File: src/hdl/lsm_params.svh
// Constants for the load/store memory access block: offsets, fields, codes.
// Assumes one core clock and inclusion by every design file that needs them.
`ifndef LSM_PARAMS_SVH
`define LSM_PARAMS_SVH
`define LSM_ELEM_BYTES 8
`define LSM_SIZE_BYTE 3'h0
`define LSM_SIZE_WORD 3'h3
`define LSM_SIZE_DOUBLE 3'h7
`define LSM_ADDR_CTRL 8'h00
`define LSM_ADDR_STATUS 8'h04
`define LSM_ADDR_FAULT 8'h08
`define LSM_ADDR_MAP 8'h10
`define LSM_CTRL_BIG_ENDIAN 0
`define LSM_STATUS_BUSY 16
`define LSM_UNMAP_SEG 2'h2
`define LSM_UNMAP_UNCACHED_BIT 29
`define LSM_CCA_UNCACHED 3'h2
`define LSM_CCA_CACHED 3'h3
`define LSM_MAP_VALID 0
`define LSM_MAP_WRITE 1
`define LSM_MAP_EXEC 2
`define LSM_SYS_COPRO 2'h0
`endif

File: src/hdl/lsm_pkg.sv
// Types shared by the load/store memory access block.
// Assumes lsm_params.svh is visible for the numeric constants.
package lsm_pkg;
	typedef enum logic [2:0] {
		LSM_OP_LOAD, LSM_OP_STORE, LSM_OP_COPRO_WORD_LOAD, LSM_OP_COPRO_DOUBLE_LOAD,
		LSM_OP_COPRO_WORD_STORE, LSM_OP_COPRO_DOUBLE_STORE, LSM_OP_COPRO_FUNCTION_ISSUE
	} lsm_op_t;
	typedef enum logic [2:0] {
		LSM_EXC_NONE, LSM_EXC_MAP_MISS, LSM_EXC_PROTECT, LSM_EXC_ALIGN, LSM_EXC_COPRO
	} lsm_exc_t;
	// Request from the core; store values are right-justified.
	typedef struct packed {
		lsm_op_t op;
		logic [31:0] virtual_addr;
		logic [2:0] access_size_code;
		logic fetch_or_data_sel;
		logic [63:0] sdata;
		logic [1:0] unit;
		logic [4:0] copro_reg_spec;
		logic [24:0] func;
	} lsm_core_req_t;
	// Request to caches and memory; data and mask sit in element lanes.
	typedef struct packed {
		logic [31:0] paddr;
		logic [2:0] access_size_code;
		logic [2:0] cache_coherency_attr;
		logic write;
		logic fetch_or_data_sel;
		logic [7:0] mask;
		logic [63:0] aligned_element;
	} lsm_mem_req_t;
	// Message to a numbered coprocessor.
	typedef struct packed {
		lsm_op_t op;
		logic [1:0] unit;
		logic [4:0] copro_reg_spec;
		logic [63:0] data;
		logic [24:0] func;
	} lsm_copro_msg_t;
endpackage : lsm_pkg

File: src/hdl/lsm_lanes.sv
// Byte-lane steering inside one naturally aligned 64-bit element.
// Assumes a pure combinational use; the caller registers every result.
`include "lsm_params.svh"
module lsm_lanes import lsm_pkg::*; (
	// Access shape.
	input wire logic [2:0] i_size,
	input wire logic [2:0] i_off,
	input wire logic i_big_endian,
	// Data in both directions.
	input wire logic [63:0] i_elem,
	input wire logic [63:0] i_value,
	// Results.
	output logic [7:0] o_mask,
	output logic [63:0] o_value,
	output logic [63:0] o_elem,
	output logic o_misalign
);
	// Lowest lane that the object occupies in the element.
	function automatic logic [2:0] lane_base(input logic [2:0] size, input logic [2:0] off, input logic be);
		lane_base = be ? 3'(3'h7 - off - size) : off;
	endfunction : lane_base

	logic [2:0] base;
	logic [63:0] width_bits;
	logic [5:0] shift_bits;

	// Object address is the lowest byte, so it must not run past the element end.
	assign o_misalign = ({1'b0, i_off} + {1'b0, i_size}) > 4'(`LSM_SIZE_DOUBLE);
	assign base = lane_base(i_size, i_off, i_big_endian);
	assign shift_bits = {base, 3'h0};
	// Size code plus one bytes are active, starting at the base lane.
	assign o_mask = 8'((8'hff >> (3'h7 - i_size)) << base);
	assign width_bits = 64'hffff_ffff_ffff_ffff >> {3'h7 - i_size, 3'h0};
	assign o_value = (i_elem >> shift_bits) & width_bits;
	// Lanes outside the mask carry zero, though memory must ignore them anyway.
	assign o_elem = (i_value & width_bits) << shift_bits;
endmodule : lsm_lanes

File: src/hdl/lsm_xlate.sv
// Virtual-to-physical translation with a small software-loaded mapping table.
// Assumes table writes come from the register port of the same clock.
`include "lsm_params.svh"
module lsm_xlate import lsm_pkg::*; #(
	parameter int MAP_N = 4
) (
	// Clock and reset.
	input wire logic i_clk,
	input wire logic i_rst,
	// Table write and readback.
	input wire logic i_map_we,
	input wire logic [$clog2(MAP_N)-1:0] i_map_idx,
	input wire logic [31:0] i_map_wdata,
	output logic [31:0] o_map_rdata,
	// Lookup.
	input wire logic [31:0] i_virtual_addr,
	input wire logic i_fetch_or_data_sel,
	input wire logic i_read_or_write_sel,
	output logic [31:0] o_paddr,
	output logic [2:0] o_cca,
	output lsm_exc_t o_fault
);
	// Entry: [31:20] virtual page, [19:8] physical page, [6:4] attribute, exec, write, valid.
	logic [31:0] map_ff [MAP_N];

	// Table is cleared so that mapped space faults until software fills it.
	always_ff @(posedge i_clk or posedge i_rst) begin
		if (i_rst) begin
			for (int i = 0; i < MAP_N; i++) map_ff[i] <= 32'h0000_0000;
		end else if (i_map_we) begin
			map_ff[i_map_idx] <= i_map_wdata;
		end
	end
	assign o_map_rdata = map_ff[i_map_idx];

	// Unmapped segment bypasses the table; otherwise the last matching entry wins.
	always_comb begin
		o_paddr = 32'h0000_0000;
		o_cca = `LSM_CCA_UNCACHED;
		o_fault = LSM_EXC_MAP_MISS;
		if (i_virtual_addr[31:30] == `LSM_UNMAP_SEG) begin
			o_paddr = {3'h0, i_virtual_addr[28:0]};
			o_cca = i_virtual_addr[`LSM_UNMAP_UNCACHED_BIT] ? `LSM_CCA_UNCACHED : `LSM_CCA_CACHED;
			o_fault = LSM_EXC_NONE;
		end else begin
			for (int i = 0; i < MAP_N; i++) begin
				if (map_ff[i][`LSM_MAP_VALID] && map_ff[i][31:20] == i_virtual_addr[31:20]) begin
					o_paddr = {map_ff[i][19:8], i_virtual_addr[19:0]};
					o_cca = map_ff[i][6:4];
					if ((i_read_or_write_sel && !map_ff[i][`LSM_MAP_WRITE]) ||
						(i_fetch_or_data_sel && !map_ff[i][`LSM_MAP_EXEC])) begin
						o_fault = LSM_EXC_PROTECT;
					end else begin
						o_fault = LSM_EXC_NONE;
					end
				end
			end
		end
	end
endmodule : lsm_xlate

File: src/hdl/lsm_access.sv
// Load/store access path: translation, lane steering, memory and coprocessor exchange.
// Assumes a cache/memory slave with valid/ready requests and one rvalid per load.
//
// The register addresses and the plain strobed port were decided locally.
`include "lsm_params.svh"
module lsm_access import lsm_pkg::*; #(
	parameter int MAP_N = 4
) (
	// Clock and reset.
	input wire logic i_clk,
	input wire logic i_rst,
	// Register port.
	input wire logic [7:0] i_reg_addr,
	input wire logic [31:0] i_reg_wdata,
	input wire logic i_reg_write,
	input wire logic i_reg_read,
	output logic [31:0] o_reg_rdata,
	// Core request and answers.
	input wire logic i_req_valid,
	input wire lsm_core_req_t i_req,
	output logic o_req_ready,
	output logic o_ld_valid,
	output logic [63:0] o_ld_data,
	output logic [7:0] o_ld_bytes,
	output logic o_st_done,
	output logic o_exc_valid,
	output lsm_exc_t o_exc_code,
	// Memory hierarchy.
	output logic o_mem_valid,
	output lsm_mem_req_t o_mem_req,
	input wire logic i_mem_ready,
	input wire logic i_mem_rvalid,
	input wire logic [63:0] i_mem_rdata,
	// Coprocessors.
	output logic o_cop_valid,
	output lsm_copro_msg_t o_cop,
	input wire logic i_cop_svalid,
	input wire logic [63:0] i_cop_sdata
);
	// Idle takes a request; check translates and tests for faults.
	// Cget waits for coprocessor store data; mreq holds the memory request.
	// Mrsp waits for load data. One access at a time keeps ordering simple,
	// at the cost of throughput.
	typedef enum logic [2:0] {ST_IDLE, ST_CHECK, ST_CGET, ST_MREQ, ST_MRSP} lsm_state_t;

	lsm_state_t state_ff;
	lsm_state_t nxt_state;
	lsm_core_req_t req_ff;
	lsm_mem_req_t mem_ff;
	lsm_copro_msg_t cop_ff;
	logic cop_pulse_ff;
	logic ld_valid_ff;
	logic [63:0] ld_data_ff;
	logic [7:0] ld_bytes_ff;
	logic st_done_ff;
	logic exc_valid_ff;
	lsm_exc_t exc_code_ff;
	logic big_endian_ff;
	logic [15:0] fault_cnt_ff;
	logic [31:0] fault_addr_ff;
	logic [31:0] reg_rdata_ff;
	logic [31:0] map_rdata;
	logic map_we;
	logic [31:0] xl_paddr;
	logic [2:0] xl_cca;
	lsm_exc_t xl_fault;
	logic is_store;
	logic is_load;
	logic is_exchange;
	logic [2:0] eff_size;
	logic [7:0] ln_mask;
	logic [63:0] ln_value;
	logic [63:0] ln_elem;
	logic ln_misalign;
	logic [63:0] st_value;
	lsm_exc_t check_exc;

	// Decode of the latched request.
	function automatic logic op_is_store(input lsm_op_t op);
		op_is_store = op == LSM_OP_STORE || op == LSM_OP_COPRO_WORD_STORE || op == LSM_OP_COPRO_DOUBLE_STORE;
	endfunction : op_is_store

	function automatic logic op_is_copro_store(input lsm_op_t op);
		op_is_copro_store = op == LSM_OP_COPRO_WORD_STORE || op == LSM_OP_COPRO_DOUBLE_STORE;
	endfunction : op_is_copro_store

	// Map slots are whole words from the map base upward.
	function automatic logic addr_in_map(input logic [7:0] addr);
		addr_in_map = addr >= `LSM_ADDR_MAP && addr < 8'(`LSM_ADDR_MAP + 4 * MAP_N) && addr[1:0] == 2'h0;
	endfunction : addr_in_map

	assign is_store = op_is_store(req_ff.op);
	assign is_load = !is_store && req_ff.op != LSM_OP_COPRO_FUNCTION_ISSUE;
	assign is_exchange = req_ff.op != LSM_OP_LOAD && req_ff.op != LSM_OP_STORE &&
		req_ff.op != LSM_OP_COPRO_FUNCTION_ISSUE;

	// Coprocessor exchanges have a fixed size; plain accesses use the core's code.
	// This keeps the element check valid for any core size.
	always_comb begin
		case (req_ff.op)
			LSM_OP_COPRO_WORD_LOAD, LSM_OP_COPRO_WORD_STORE: eff_size = `LSM_SIZE_WORD;
			LSM_OP_COPRO_DOUBLE_LOAD, LSM_OP_COPRO_DOUBLE_STORE: eff_size = `LSM_SIZE_DOUBLE;
			default: eff_size = req_ff.access_size_code;
		endcase
	end

	// Translation of the latched virtual address.
	// The table is read combinationally, so it adds no wait.
	lsm_xlate #(.MAP_N(MAP_N)) u_xlate (
		.i_clk(i_clk),
		.i_rst(i_rst),
		.i_map_we(map_we),
		.i_map_idx(i_reg_addr[$clog2(MAP_N)+1:2]),
		.i_map_wdata(i_reg_wdata),
		.o_map_rdata(map_rdata),
		.i_virtual_addr(req_ff.virtual_addr),
		.i_fetch_or_data_sel(req_ff.fetch_or_data_sel),
		.i_read_or_write_sel(is_store),
		.o_paddr(xl_paddr),
		.o_cca(xl_cca),
		.o_fault(xl_fault)
	);

	// Store value comes from the core or, for exchanges, from the coprocessor.
	// Coprocessor data is used as it arrives: the memory request is built on that edge.
	always_comb begin
		if (state_ff == ST_CGET && req_ff.op == LSM_OP_COPRO_WORD_STORE) begin
			st_value = {32'h0000_0000, i_cop_sdata[31:0]};
		end else if (state_ff == ST_CGET) begin
			st_value = i_cop_sdata;
		end else begin
			st_value = req_ff.sdata;
		end
	end

	// Lanes for both directions; memory data in, store value out.
	// One steering unit serves loads and stores alike.
	lsm_lanes u_lanes (
		.i_size(eff_size),
		.i_off(req_ff.virtual_addr[2:0]),
		.i_big_endian(big_endian_ff),
		.i_elem(i_mem_rdata),
		.i_value(st_value),
		.o_mask(ln_mask),
		.o_value(ln_value),
		.o_elem(ln_elem),
		.o_misalign(ln_misalign)
	);

	// Fault priority: coprocessor choice, then alignment, then translation.
	// Any fault sends the sequencer home before memory is touched.
	always_comb begin
		check_exc = LSM_EXC_NONE;
		if (req_ff.op != LSM_OP_LOAD && req_ff.op != LSM_OP_STORE && req_ff.unit == `LSM_SYS_COPRO) begin
			check_exc = LSM_EXC_COPRO;
		end else if (req_ff.op != LSM_OP_COPRO_FUNCTION_ISSUE) begin
			if (ln_misalign) begin
				check_exc = LSM_EXC_ALIGN;
			end else begin
				check_exc = xl_fault;
			end
		end
	end

	// Sequencer: each step waits for the one before it.
	// Steps run in a fixed order, so effects keep their order.
	always_comb begin
		nxt_state = state_ff;
		case (state_ff)
			ST_IDLE: if (i_req_valid) nxt_state = ST_CHECK;
			ST_CHECK: begin
				if (check_exc != LSM_EXC_NONE || req_ff.op == LSM_OP_COPRO_FUNCTION_ISSUE) begin
					nxt_state = ST_IDLE;
				end else if (op_is_copro_store(req_ff.op)) begin
					nxt_state = ST_CGET;
				end else begin
					nxt_state = ST_MREQ;
				end
			end
			ST_CGET: if (i_cop_svalid) nxt_state = ST_MREQ;
			ST_MREQ: if (i_mem_ready) nxt_state = is_load ? ST_MRSP : ST_IDLE;
			ST_MRSP: if (i_mem_rvalid) nxt_state = ST_IDLE;
			default: nxt_state = ST_IDLE;
		endcase
	end

	// State register.
	always_ff @(posedge i_clk or posedge i_rst) begin
		if (i_rst) state_ff <= ST_IDLE;
		else state_ff <= nxt_state;
	end

	// Core request is taken only while idle; coprocessor store data replaces sdata.
	// The copy keeps the request whole for later steps.
	always_ff @(posedge i_clk or posedge i_rst) begin
		if (i_rst) begin
			req_ff <= '0;
		end else if (state_ff == ST_IDLE && i_req_valid) begin
			req_ff <= i_req;
		end else if (state_ff == ST_CGET && i_cop_svalid) begin
			if (req_ff.op == LSM_OP_COPRO_WORD_STORE) begin
				req_ff.sdata <= {32'h0000_0000, i_cop_sdata[31:0]};
			end else begin
				req_ff.sdata <= i_cop_sdata;
			end
		end
	end

	// Memory request is built once the element, mask and attribute are known.
	// Cached loads ask for the whole element, so a miss fills at least that.
	always_ff @(posedge i_clk or posedge i_rst) begin
		if (i_rst) begin
			mem_ff <= '0;
		end else if (nxt_state == ST_MREQ && state_ff != ST_MREQ) begin
			mem_ff.paddr <= xl_paddr;
			mem_ff.access_size_code <= eff_size;
			mem_ff.cache_coherency_attr <= xl_cca;
			mem_ff.write <= is_store;
			mem_ff.fetch_or_data_sel <= req_ff.fetch_or_data_sel;
			if (is_store) begin
				mem_ff.mask <= ln_mask;
			end else if (xl_cca == `LSM_CCA_UNCACHED) begin
				mem_ff.mask <= ln_mask;
			end else begin
				mem_ff.mask <= 8'hff;
			end
			mem_ff.aligned_element <= ln_elem;
		end
	end

	// Uncached loads mark only the referenced lanes; cached loads fill the element.
	assign o_mem_valid = state_ff == ST_MREQ;
	assign o_mem_req = mem_ff;

	// Load answers go to the core or, for exchanges, to the coprocessor.
	// Data and mask hold until the next load, so the core may read late.
	always_ff @(posedge i_clk or posedge i_rst) begin
		if (i_rst) begin
			ld_valid_ff <= 1'b0;
			ld_data_ff <= 64'h0000_0000_0000_0000;
			ld_bytes_ff <= 8'h00;
		end else begin
			ld_valid_ff <= state_ff == ST_MRSP && i_mem_rvalid && !is_exchange;
			if (state_ff == ST_MRSP && i_mem_rvalid) begin
				ld_data_ff <= ln_value;
				ld_bytes_ff <= mem_ff.mask;
			end
		end
	end

	// Coprocessor messages: load data, store requests and function issue.
	// Unit zero never gets here, as the check stage faults it.
	always_ff @(posedge i_clk or posedge i_rst) begin
		if (i_rst) begin
			cop_ff <= '0;
			cop_pulse_ff <= 1'b0;
		end else begin
			cop_pulse_ff <= 1'b0;
			if (state_ff == ST_CHECK && check_exc == LSM_EXC_NONE) begin
				cop_ff.op <= req_ff.op;
				cop_ff.unit <= req_ff.unit;
				cop_ff.copro_reg_spec <= req_ff.copro_reg_spec;
				cop_ff.data <= 64'h0000_0000_0000_0000;
				cop_ff.func <= req_ff.func;
				cop_pulse_ff <= req_ff.op == LSM_OP_COPRO_FUNCTION_ISSUE;
			end else if (state_ff == ST_MRSP && i_mem_rvalid && is_exchange) begin
				if (req_ff.op == LSM_OP_COPRO_WORD_LOAD) begin
					cop_ff.data <= {32'h0000_0000, ln_value[31:0]};
				end else begin
					cop_ff.data <= ln_value;
				end
				cop_pulse_ff <= 1'b1;
			end
		end
	end

	// A store request holds valid until the coprocessor answers with its data.
	// A coprocessor that never answers stalls the block.
	assign o_cop_valid = cop_pulse_ff || state_ff == ST_CGET;
	assign o_cop = cop_ff;

	// Completion and exception pulses.
	// Each pulse lasts exactly one cycle.
	always_ff @(posedge i_clk or posedge i_rst) begin
		if (i_rst) begin
			st_done_ff <= 1'b0;
			exc_valid_ff <= 1'b0;
			exc_code_ff <= LSM_EXC_NONE;
		end else begin
			st_done_ff <= state_ff == ST_MREQ && i_mem_ready && is_store;
			exc_valid_ff <= state_ff == ST_CHECK && check_exc != LSM_EXC_NONE;
			if (state_ff == ST_CHECK) exc_code_ff <= check_exc;
		end
	end

	assign o_req_ready = state_ff == ST_IDLE;
	assign o_ld_valid = ld_valid_ff;
	assign o_ld_data = ld_data_ff;
	assign o_ld_bytes = ld_bytes_ff;
	assign o_st_done = st_done_ff;
	assign o_exc_valid = exc_valid_ff;
	assign o_exc_code = exc_code_ff;

	// Control register; the endian bit steers lane selection.
	// Change it only while idle, or one access may mix orders.
	always_ff @(posedge i_clk or posedge i_rst) begin
		if (i_rst) big_endian_ff <= 1'b0;
		else if (i_reg_write && i_reg_addr == `LSM_ADDR_CTRL) big_endian_ff <= i_reg_wdata[`LSM_CTRL_BIG_ENDIAN];
	end

	// Fault history; the counter saturates so software never sees it wrap.
	// A fault beside a clear wins, so no fault is lost.
	always_ff @(posedge i_clk or posedge i_rst) begin
		if (i_rst) begin
			fault_cnt_ff <= 16'h0000;
			fault_addr_ff <= 32'h0000_0000;
		end else if (state_ff == ST_CHECK && check_exc != LSM_EXC_NONE) begin
			if (fault_cnt_ff != 16'hffff) fault_cnt_ff <= fault_cnt_ff + 16'h0001;
			fault_addr_ff <= req_ff.virtual_addr;
		end else if (i_reg_write && i_reg_addr == `LSM_ADDR_STATUS) begin
			fault_cnt_ff <= 16'h0000;
		end
	end

	// Table writes land only on whole-word slot addresses.
	assign map_we = i_reg_write && addr_in_map(i_reg_addr);

	// Read data stands for the one cycle after the strobe; unmapped reads give zero.
	// Zero outside that cycle keeps a shared read bus clean.
	always_ff @(posedge i_clk or posedge i_rst) begin
		if (i_rst) begin
			reg_rdata_ff <= 32'h0000_0000;
		end else if (i_reg_read) begin
			if (i_reg_addr == `LSM_ADDR_CTRL) reg_rdata_ff <= {31'h0, big_endian_ff};
			else if (i_reg_addr == `LSM_ADDR_STATUS) reg_rdata_ff <= {15'h0, state_ff != ST_IDLE, fault_cnt_ff};
			else if (i_reg_addr == `LSM_ADDR_FAULT) reg_rdata_ff <= fault_addr_ff;
			else if (addr_in_map(i_reg_addr)) reg_rdata_ff <= map_rdata;
			else reg_rdata_ff <= 32'h0000_0000;
		end else begin
			reg_rdata_ff <= 32'h0000_0000;
		end
	end
	assign o_reg_rdata = reg_rdata_ff;
endmodule : lsm_access

File: config.mk
export PLATFORM = sky130hd
export DESIGN_NAME = lsm_access
export DESIGN_NICKNAME = d
export VERILOG_FILES = /design/src/hdl/lsm_pkg.sv /design/src/hdl/lsm_lanes.sv /design/src/hdl/lsm_xlate.sv /design/src/hdl/lsm_access.sv
export VERILOG_INCLUDE_DIRS = /design/src /design/src/hdl
export SDC_FILE = /design/constraint.sdc
export NUM_CORES = 2
export LEC_CHECK = 0
export BUFFER_PORTS_ARGS = -buffer_cell sky130_fd_sc_hd__buf_2
export CAP_MARGIN = 20
export CORE_MARGIN = 2
export CORE_UTILIZATION = 50
export CTS_CLUSTER_SIZE = 14
export DETAILED_ROUTE_END_ITERATION = 6
export GPL_TIMING_DRIVEN = 0
export HOLD_SLACK_MARGIN = 0.15
export PLACE_DENSITY = 0.69
export SYNTH_ARGS = -nofsm -noshare
export SYNTH_HDL_FRONTEND = slang
export SYNTH_HIERARCHICAL = 1
export SYNTH_SLANG_ARGS = --single-unit
File: constraint.sdc
create_clock -name i_clk -period 19 [get_ports i_clk]
set_input_delay 0.95 -clock i_clk [delete_from_list [all_inputs] [get_ports i_clk]]
set_output_delay 0.95 -clock i_clk [all_outputs]
set_load 0.05 [all_outputs]
# Yosys cells after proc, flatten, opt, wreduce, memory -nomap -nowiden
# Index checks and enable logic that the tools add are counted.
[totals] reg_bits=637 input_bits=311 output_inout_bits=324 elab_cells=203
[op_classes] add_sub_neg=5 order_cmp=5 eq_ne=24 shifts=5 n_mux=59 n_bitwise=3 reduce_logical=66
[op_table] cell="64-bit 2-to-1 mux" count=8
[op_table] cell="32-bit 2-to-1 mux" count=13
[op_table] cell="64-bit AND" count=2
[op_table] cell="128-bit bitwise mux" count=1
[op_table] cell="32-bit binary-select mux with 2-bit select" count=1
[op_table] cell="32-bit demux with 2-bit select" count=1
[op_table] cell="64-bit by 6-bit left shift with 64-bit output" count=1
[op_table] cell="64-bit by 6-bit right shift with 64-bit output" count=1
[op_table] cell="64-bit by 6-bit right shift with 64-bit output (first input constant)" count=1
[op_table] cell="3-bit 2-to-1 mux" count=19
[op_table] cell="12-bit == test" count=4
[op_table] cell="16-bit 2-to-1 mux" count=3
[op_table] cell="1-bit logical AND" count=33
[op_table] cell="3-bit by 2-bit == test with 1-bit output (second input constant)" count=6
[op_table] cell="16-bit by 1-bit adder with 16-bit output (second input constant)" count=1
[op_table] cell="8-bit 2-to-1 mux" count=2
[op_table] cell="16-bit inequality test (second input constant)" count=1
[op_table] cell="3-bit one-hot mux with 5 select lines" count=1
[op_table] cell="3-bit == test (second input constant)" count=4
[op_table] cell="1-bit zero test" count=10
[op_table] cell="2-bit 2-to-1 mux" count=5
[op_table] cell="1-bit logical OR" count=9
[op_table] cell="3-bit nonzero test" count=3
[op_table] cell="8-bit by 3-bit == test with 1-bit output (second input constant)" count=1
[op_table] cell="26 further kinds" count=36

# Longest topological paths before layout
[depth] depth_word=20 mapped_depth=17 depth_no_buf=13

# Modules after synthesis
# The synthesis kept the hierarchy.
[modules_own_cells] mod="lsm_access" instances=1 cells_each=1811 area_each_um2=20951.3 seq_area_each_um2=12737.2
[modules_own_cells] mod="lsm_xlate" instances=1 cells_each=578 area_each_um2=7532.2 seq_area_each_um2=3203.1
[modules_own_cells] mod="lsm_lanes" instances=1 cells_each=660 area_each_um2=4304.1 seq_area_each_um2=0.0

# Least setup slack after synthesis
# OpenSTA, ideal clock, no wires.
[synth_timing] path_kind="reg2reg" start="reg req_ff[133] in the netlist's numbering" end="reg mem_ff (netlist bit o_mem_req[0])" setup_time_ns=0.127 arrival_ns=3.449 required_ns=18.873 setup_slack_ns=15.423 path_stages_with_launch=16 path_buffers=4 period_less_slack_ns=3.577 cell_sequence="dfrtp_1 buf_2 inv_1 ha_1 or2_2 buf_2 inv_1 ha_1 a21o_1 a21o_1 nor4_2 nand4_1 o22ai_2 buf_4 buf_4 mux2_1"
[synth_between] word_cells_on_any_way=58 cone_classes="3 x add/sub; 1 x order compare; 9 x eq/ne; 2 x shift; 20 x mux; 1 x bitwise; 22 x reduce/logical"
[synth_rtl] item="start, declared" line="lsm_access.sv:48" rtl="lsm_core_req_t req_ff;"
[synth_rtl] item="start signal, assigned" line="lsm_access.sv:199" rtl="req_ff <= i_req;"
[synth_rtl] item="3-bit == test or 3-bit by 2-bit == test with 1-bit output (tied branches)" line="lsm_access.sv:100" rtl="case (req_ff.op)"
[synth_rtl] item="2-bit OR reduction" line="lsm_access.sv:100"
[synth_rtl] item="3-bit one-hot mux with 2 select lines (*)" line="lsm_access.sv:100"
[synth_rtl] item="named net eff_size[1]" line="lsm_access.sv:70" rtl="logic [2:0] eff_size;"
[synth_rtl] item="3-bit by 3-bit adder with 4-bit output (*)" line="lsm_lanes.sv:28" rtl="assign o_misalign = ({1'b0, i_off} + {1'b0, i_size}) > 4'(`LSM_SIZE_DOUBLE);"
[synth_rtl] item="4-bit by 3-bit greater-than comparator with 1-bit output (*)" line="lsm_lanes.sv:28"
[synth_rtl] item="named net ln_misalign" line="lsm_access.sv:74" rtl="logic ln_misalign;"
[synth_rtl] item="3-bit 2-to-1 mux (*)" line="lsm_access.sv:157" rtl="if (ln_misalign) begin"
[synth_rtl] item="3-bit 2-to-1 mux (*)" line="lsm_access.sv:156" rtl="end else if (req_ff.op != LSM_OP_COPRO_FUNCTION_ISSUE) begin"
[synth_rtl] item="3-bit 2-to-1 mux (*)" line="lsm_access.sv:154" rtl="if (req_ff.op != LSM_OP_LOAD && req_ff.op != LSM_OP_STORE && req_ff.unit == `LSM_SYS_COPRO) begin"
[synth_rtl] item="3-bit nonzero test (*)" line="lsm_access.sv:172" rtl="if (check_exc != LSM_EXC_NONE || req_ff.op == LSM_OP_COPRO_FUNCTION_ISSUE) begin"
[synth_rtl] item="1-bit logical OR (*)" line="lsm_access.sv:172"
[synth_rtl] item="2-bit 2-to-1 mux (*)" line="lsm_access.sv:172"
[synth_rtl] item="3-bit one-hot mux with 5 select lines (*)" line="lsm_access.sv:169" rtl="case (state_ff)"
[synth_rtl] item="3-bit by 2-bit == test with 1-bit output (*)" line="lsm_access.sv:214" rtl="end else if (nxt_state == ST_MREQ && state_ff != ST_MREQ) begin"
[synth_rtl] item="1-bit logical AND (*)" line="lsm_access.sv:214"
[synth_rtl] item="end, declared" line="lsm_access.sv:49" rtl="lsm_mem_req_t mem_ff;"
# Mark *: on every way through the listed nets, which the timed path passes. The rest lies on a longest branch.
# A chain may end at the register's enable or synchronous reset.

# Worst setup path in the final report
[layout_timing] start="reg req_ff[133] in the netlist's numbering" end="reg mem_ff (netlist bit o_mem_req[35])"
[layout_between] word_cells_on_any_way=58 cone_classes="3 x add/sub; 1 x order compare; 9 x eq/ne; 2 x shift; 20 x mux; 1 x bitwise; 22 x reduce/logical"
[layout_rtl] item="3-bit == test or 3-bit by 2-bit == test with 1-bit output (tied branches)" line="lsm_access.sv:100"
[layout_rtl] item="2-bit OR reduction" line="lsm_access.sv:100"
[layout_rtl] item="3-bit one-hot mux with 2 select lines (*)" line="lsm_access.sv:100"
[layout_rtl] item="named net eff_size[2]" line="lsm_access.sv:70"
[layout_rtl] item="3-bit subtractor" line="lsm_lanes.sv:33" rtl="assign width_bits = 64'hffff_ffff_ffff_ffff >> {3'h7 - i_size, 3'h0};"
[layout_rtl] item="64-bit by 6-bit right shift with 64-bit output" line="lsm_lanes.sv:33"
[layout_rtl] item="64-bit AND" line="lsm_lanes.sv:36" rtl="assign o_elem = (i_value & width_bits) << shift_bits;"
[layout_rtl] item="64-bit by 6-bit left shift with 64-bit output (*)" line="lsm_lanes.sv:36"
[layout_rtl] item="named net ln_elem[35]" line="lsm_access.sv:73" rtl="logic [63:0] ln_elem;"
# Marked as above.

==> impl_metrics.yaml <==
status:
  outcome: "complete, but fails checks"
  violations: "design-rule violations"
cells_and_area:
  nNetsFinal: 4081
  n_fill_cell: 5546
  drive_above_1_share_pct: 34.5
  mostFrequentLayoutCells: "714 x buf_2, 637 x dfrtp_1, 590 x nand2_1, 331 x mux2_2, 145 x o21ai_0"
  regArea_mm2: 0.0159
  multiInputGateArea_mm2: 0.0155
  mostFrequentLayoutCell: "buf_2"
  area_growth_pct: 20.6
power_and_ir_drop:
  total_power_mw: 7.01
  ir_worst_vdd_mv: 0.0960
  switching_power_mw: 3.36
  p_int_mw: 3.66
  p_seq_share_pct: 28.7
  switching_share_pct: 47.9
  powerDensity_mw_per_mm2: 177
  p_leak_nw: 19.8
  combPwrFrac_pct: 51.7
  power_frac_clock_pct: 19.6
timing:
  post-route-period-util_pct: 24.9
  fin_skew_ps: 37.4
  maxSlewViolCount: 0
  layout_min_cycle_time_ps: 4730
  rsz0062_at_grt: "false"
  max_freq_mhz: 212
  finalSetupTns_ps: 0
  setup_viol_count_final: 0
  hold_viol: 0
  worst_pin_slew_ps: 1140
  relSlewSlack_pct: 23.1
synth:
  synthCells: 3049
  syn_area_per_cell_um2: 10.8
  synth_flop_cell: "dfrtp_1"
  async_flop_share_pct: 100
  seq_area_frac_synth_pct: 48.6
  syn_area_mm2: 0.0328
  synth.net_count: 3368
  synth_cell_types: 84
  yosysWarnings: 6
  synth_edf_count: 0
  synth-seq-cells: 637
cts:
  clkSlewWorstSetupHoldPaths_ps: 60
  cts_tree: "built"
  cts_made_buffers: 70
  cts_hold_buf: 0
  clockBufferDepth: 3
  cts.sinks: 637
  cts_resized: 0
  clk_latency_ps: 630
  h-tree-depth: 3
  clockRootBuffer: "clkbuf_16"
  post_cts.repair.setup_buffers: 0
global_routing:
  grt_pass1_vias: 27987
  grt_usage_pct: 37.2
  antenna_found_initial: 20
  grt_pass1_wl_um: 186000
  grt.overflow.total: 0
  grt_max_degree: 128
routing:
  drt-total-wl_um: 127000
  first_iter_violations: 3289
  viasPerCell: 6.12
  wire_per_inst_um: 27.2
  drtPass1Iterations: 7
  drc: 3
  vias: 28667
  ant_nets: 0
setup_path:
  cp_cell_sequence: "buf_2, inv_1, ha_1, o21ai_0, ha_1, xnor2_1, o22a_1, clkbuf_1, a21oi_1, a221o_1, mux2_1"
  cp_slowest_stage_delay_ps: 740
  required_ps: 19500
  cp-start-kind: "register"
  crit_top_cell: "ha_1"
  endpoint_kind: "register"
  r2r_slack_ps: 14270
  path_class: "reg -> reg"
  arrival_ps: 5220
  cp_slowest_cell: "clkbuf_1"
  path_max_fanout: 10
die:
  die_x_um: 260
  core_area_mm2: 0.0647
  start_util_pct: 50.7
  die_y_um: 260
  die_area_mm2: 0.0676
  ios: 635
  rows: 93
flow_run:
  cap_violations: 0
hold_path:
  hp-class: "in -> async"
placed_design:
  dp_hpwl_um: 97500
  place_congestion: 1.03
  io_buffers: 634
==> Yosys cell counts, drive strengths merged, types with 16 or more instances <==
library cell    n  area share (%)
dfrtp         637              49
nand2         590             6.8
mux2          415              14
o21ai         161             2.5
nor2          140             1.6
buf           134             2.6
clkbuf        109             1.2
mux2i         102             3.1
a21oi          70             1.1
a22o           65             1.7
nand3          59            0.92
and3           56             1.1
and2           42            0.80
mux4           42             2.9
xnor2          34             1.1
a22oi          29            0.66
a31oi          26            0.50
a21boi         23            0.76
a221o          23            0.70
nor4           23            0.50
inv            21            0.24
a311oi         20            0.73
xor2           16            0.43
==> path summary, 6_finish.rpt <==
| check | end | startpoint | cells past startpoint |
|---|---|---|---|
| worst max register to register | o_mem_req[35] | req_ff[133] | 11 |
| max in group asynchronous | o_cop[43] | i_rst | 4 |
| worst max-delay path | o_mem_req[35] | req_ff[133] | 11 |
| worst min-delay path | u_xlate/map_ff[87] | i_rst | 2 |
| worst min register to register | o_ld_data[8] | o_ld_data[8] | 2 |
| min in group i_clk | o_ld_data[8] | o_ld_data[8] | 2 |
==> per-stage QoR <==
stage / area, µm² / setup slack (ps) / instances / hold WS, ps / utilization (%)
2_1_floorplan: 32800 / 3840 / 3049 / 444 / -
3_3_place_gp: 37000 / -2130 / 4538 / 455 / 57.2
3_5_place_dp: 37200 / 14110 / 4545 / 458 / 57.5
4_1_cts: 39500 / 14420 / 4668 / 353 / 61.0
5_1_grt: 39500 / 14160 / 4677 / 388 / 61.1
6_report: 39500 / 14270 / 4686 / 367 / 61.1
==> power groups by stage <==
| stage | Clock, mW | Combinational [mW] | Sequential [mW] |
|---|---|---|---|
| finish | 1.37 | 3.62 | 2.01 |
| global route | 1.45 | 3.77 | 2.06 |
| CTS | 1.39 | 3.53 | 2.01 |
| detailed placement | 0 | 3.52 | 2.03 |
| global placement | 0 | 3.50 | 2.02 |
| floorplan | 0 | 1.77 | 2.61 |
==> registers in the layout (all words and copies together), names as in the netlist, 3 cells and up <==
register and cells:
o_ld_bytes 8, fault_addr_ff 32, o_mem_req 112, o_ld_data 64
o_exc_code 3, state_ff 3, o_cop 99, o_reg_rdata 32
fault_cnt_ff 16, req_ff 135, u_xlate/map_ff 128
==> logic make-up (layout without fill, tap and decap cells) <==
logic type / after synthesis / in the layout / synth area share (%)
buffers and inverters: 264 / 1028 / 4.11
DFF: 637 / 637 / 48.6
AOI/OAI and AO/OA: 547 / 547 / 11.9
muxes: 559 / 559 / 20.3
xor gates and xnor gates: 50 / 50 / 1.52
adders and majority gates: 9 / 9 / 0.359
and+or+nand+nor: 982 / 982 / 13.2
other: 1 / 19 / 0.0114
==> cell type report <==
| cell class | count | area share (%) |
|---|---|---|
| antenna | 18 | 0.114 |
| buffer | 243 | 3.21 |
| clock buffer | 95 | 5.05 |
| clock inverter | 28 | 0.734 |
| inverter | 21 | 0.231 |
| multi-input combinational | 2148 | 39.2 |
| sequential | 637 | 40.3 |
| tap | 855 | 2.71 |
| timing repair buffer | 641 | 8.41 |
==> per-layer routing <==
metal	vias up	wire length (µm)	track usage [%]
met5	-	97	0
met4	14	6710	17.9
met3	396	12600	7.96
met2	1749	60100	60.8
met1	14189	48000	47.1
li1	12319	-	-
==> critical path: cells and delay by family (launching register included) <==
family	cells	cell delay, ps
mux	1	320
buf+inv	3	1050
compound gates	4	1610
fa+ha+maj	2	760
flops	1	320
xor+xnor	1	520
Power figures use the tool's default switching activity.
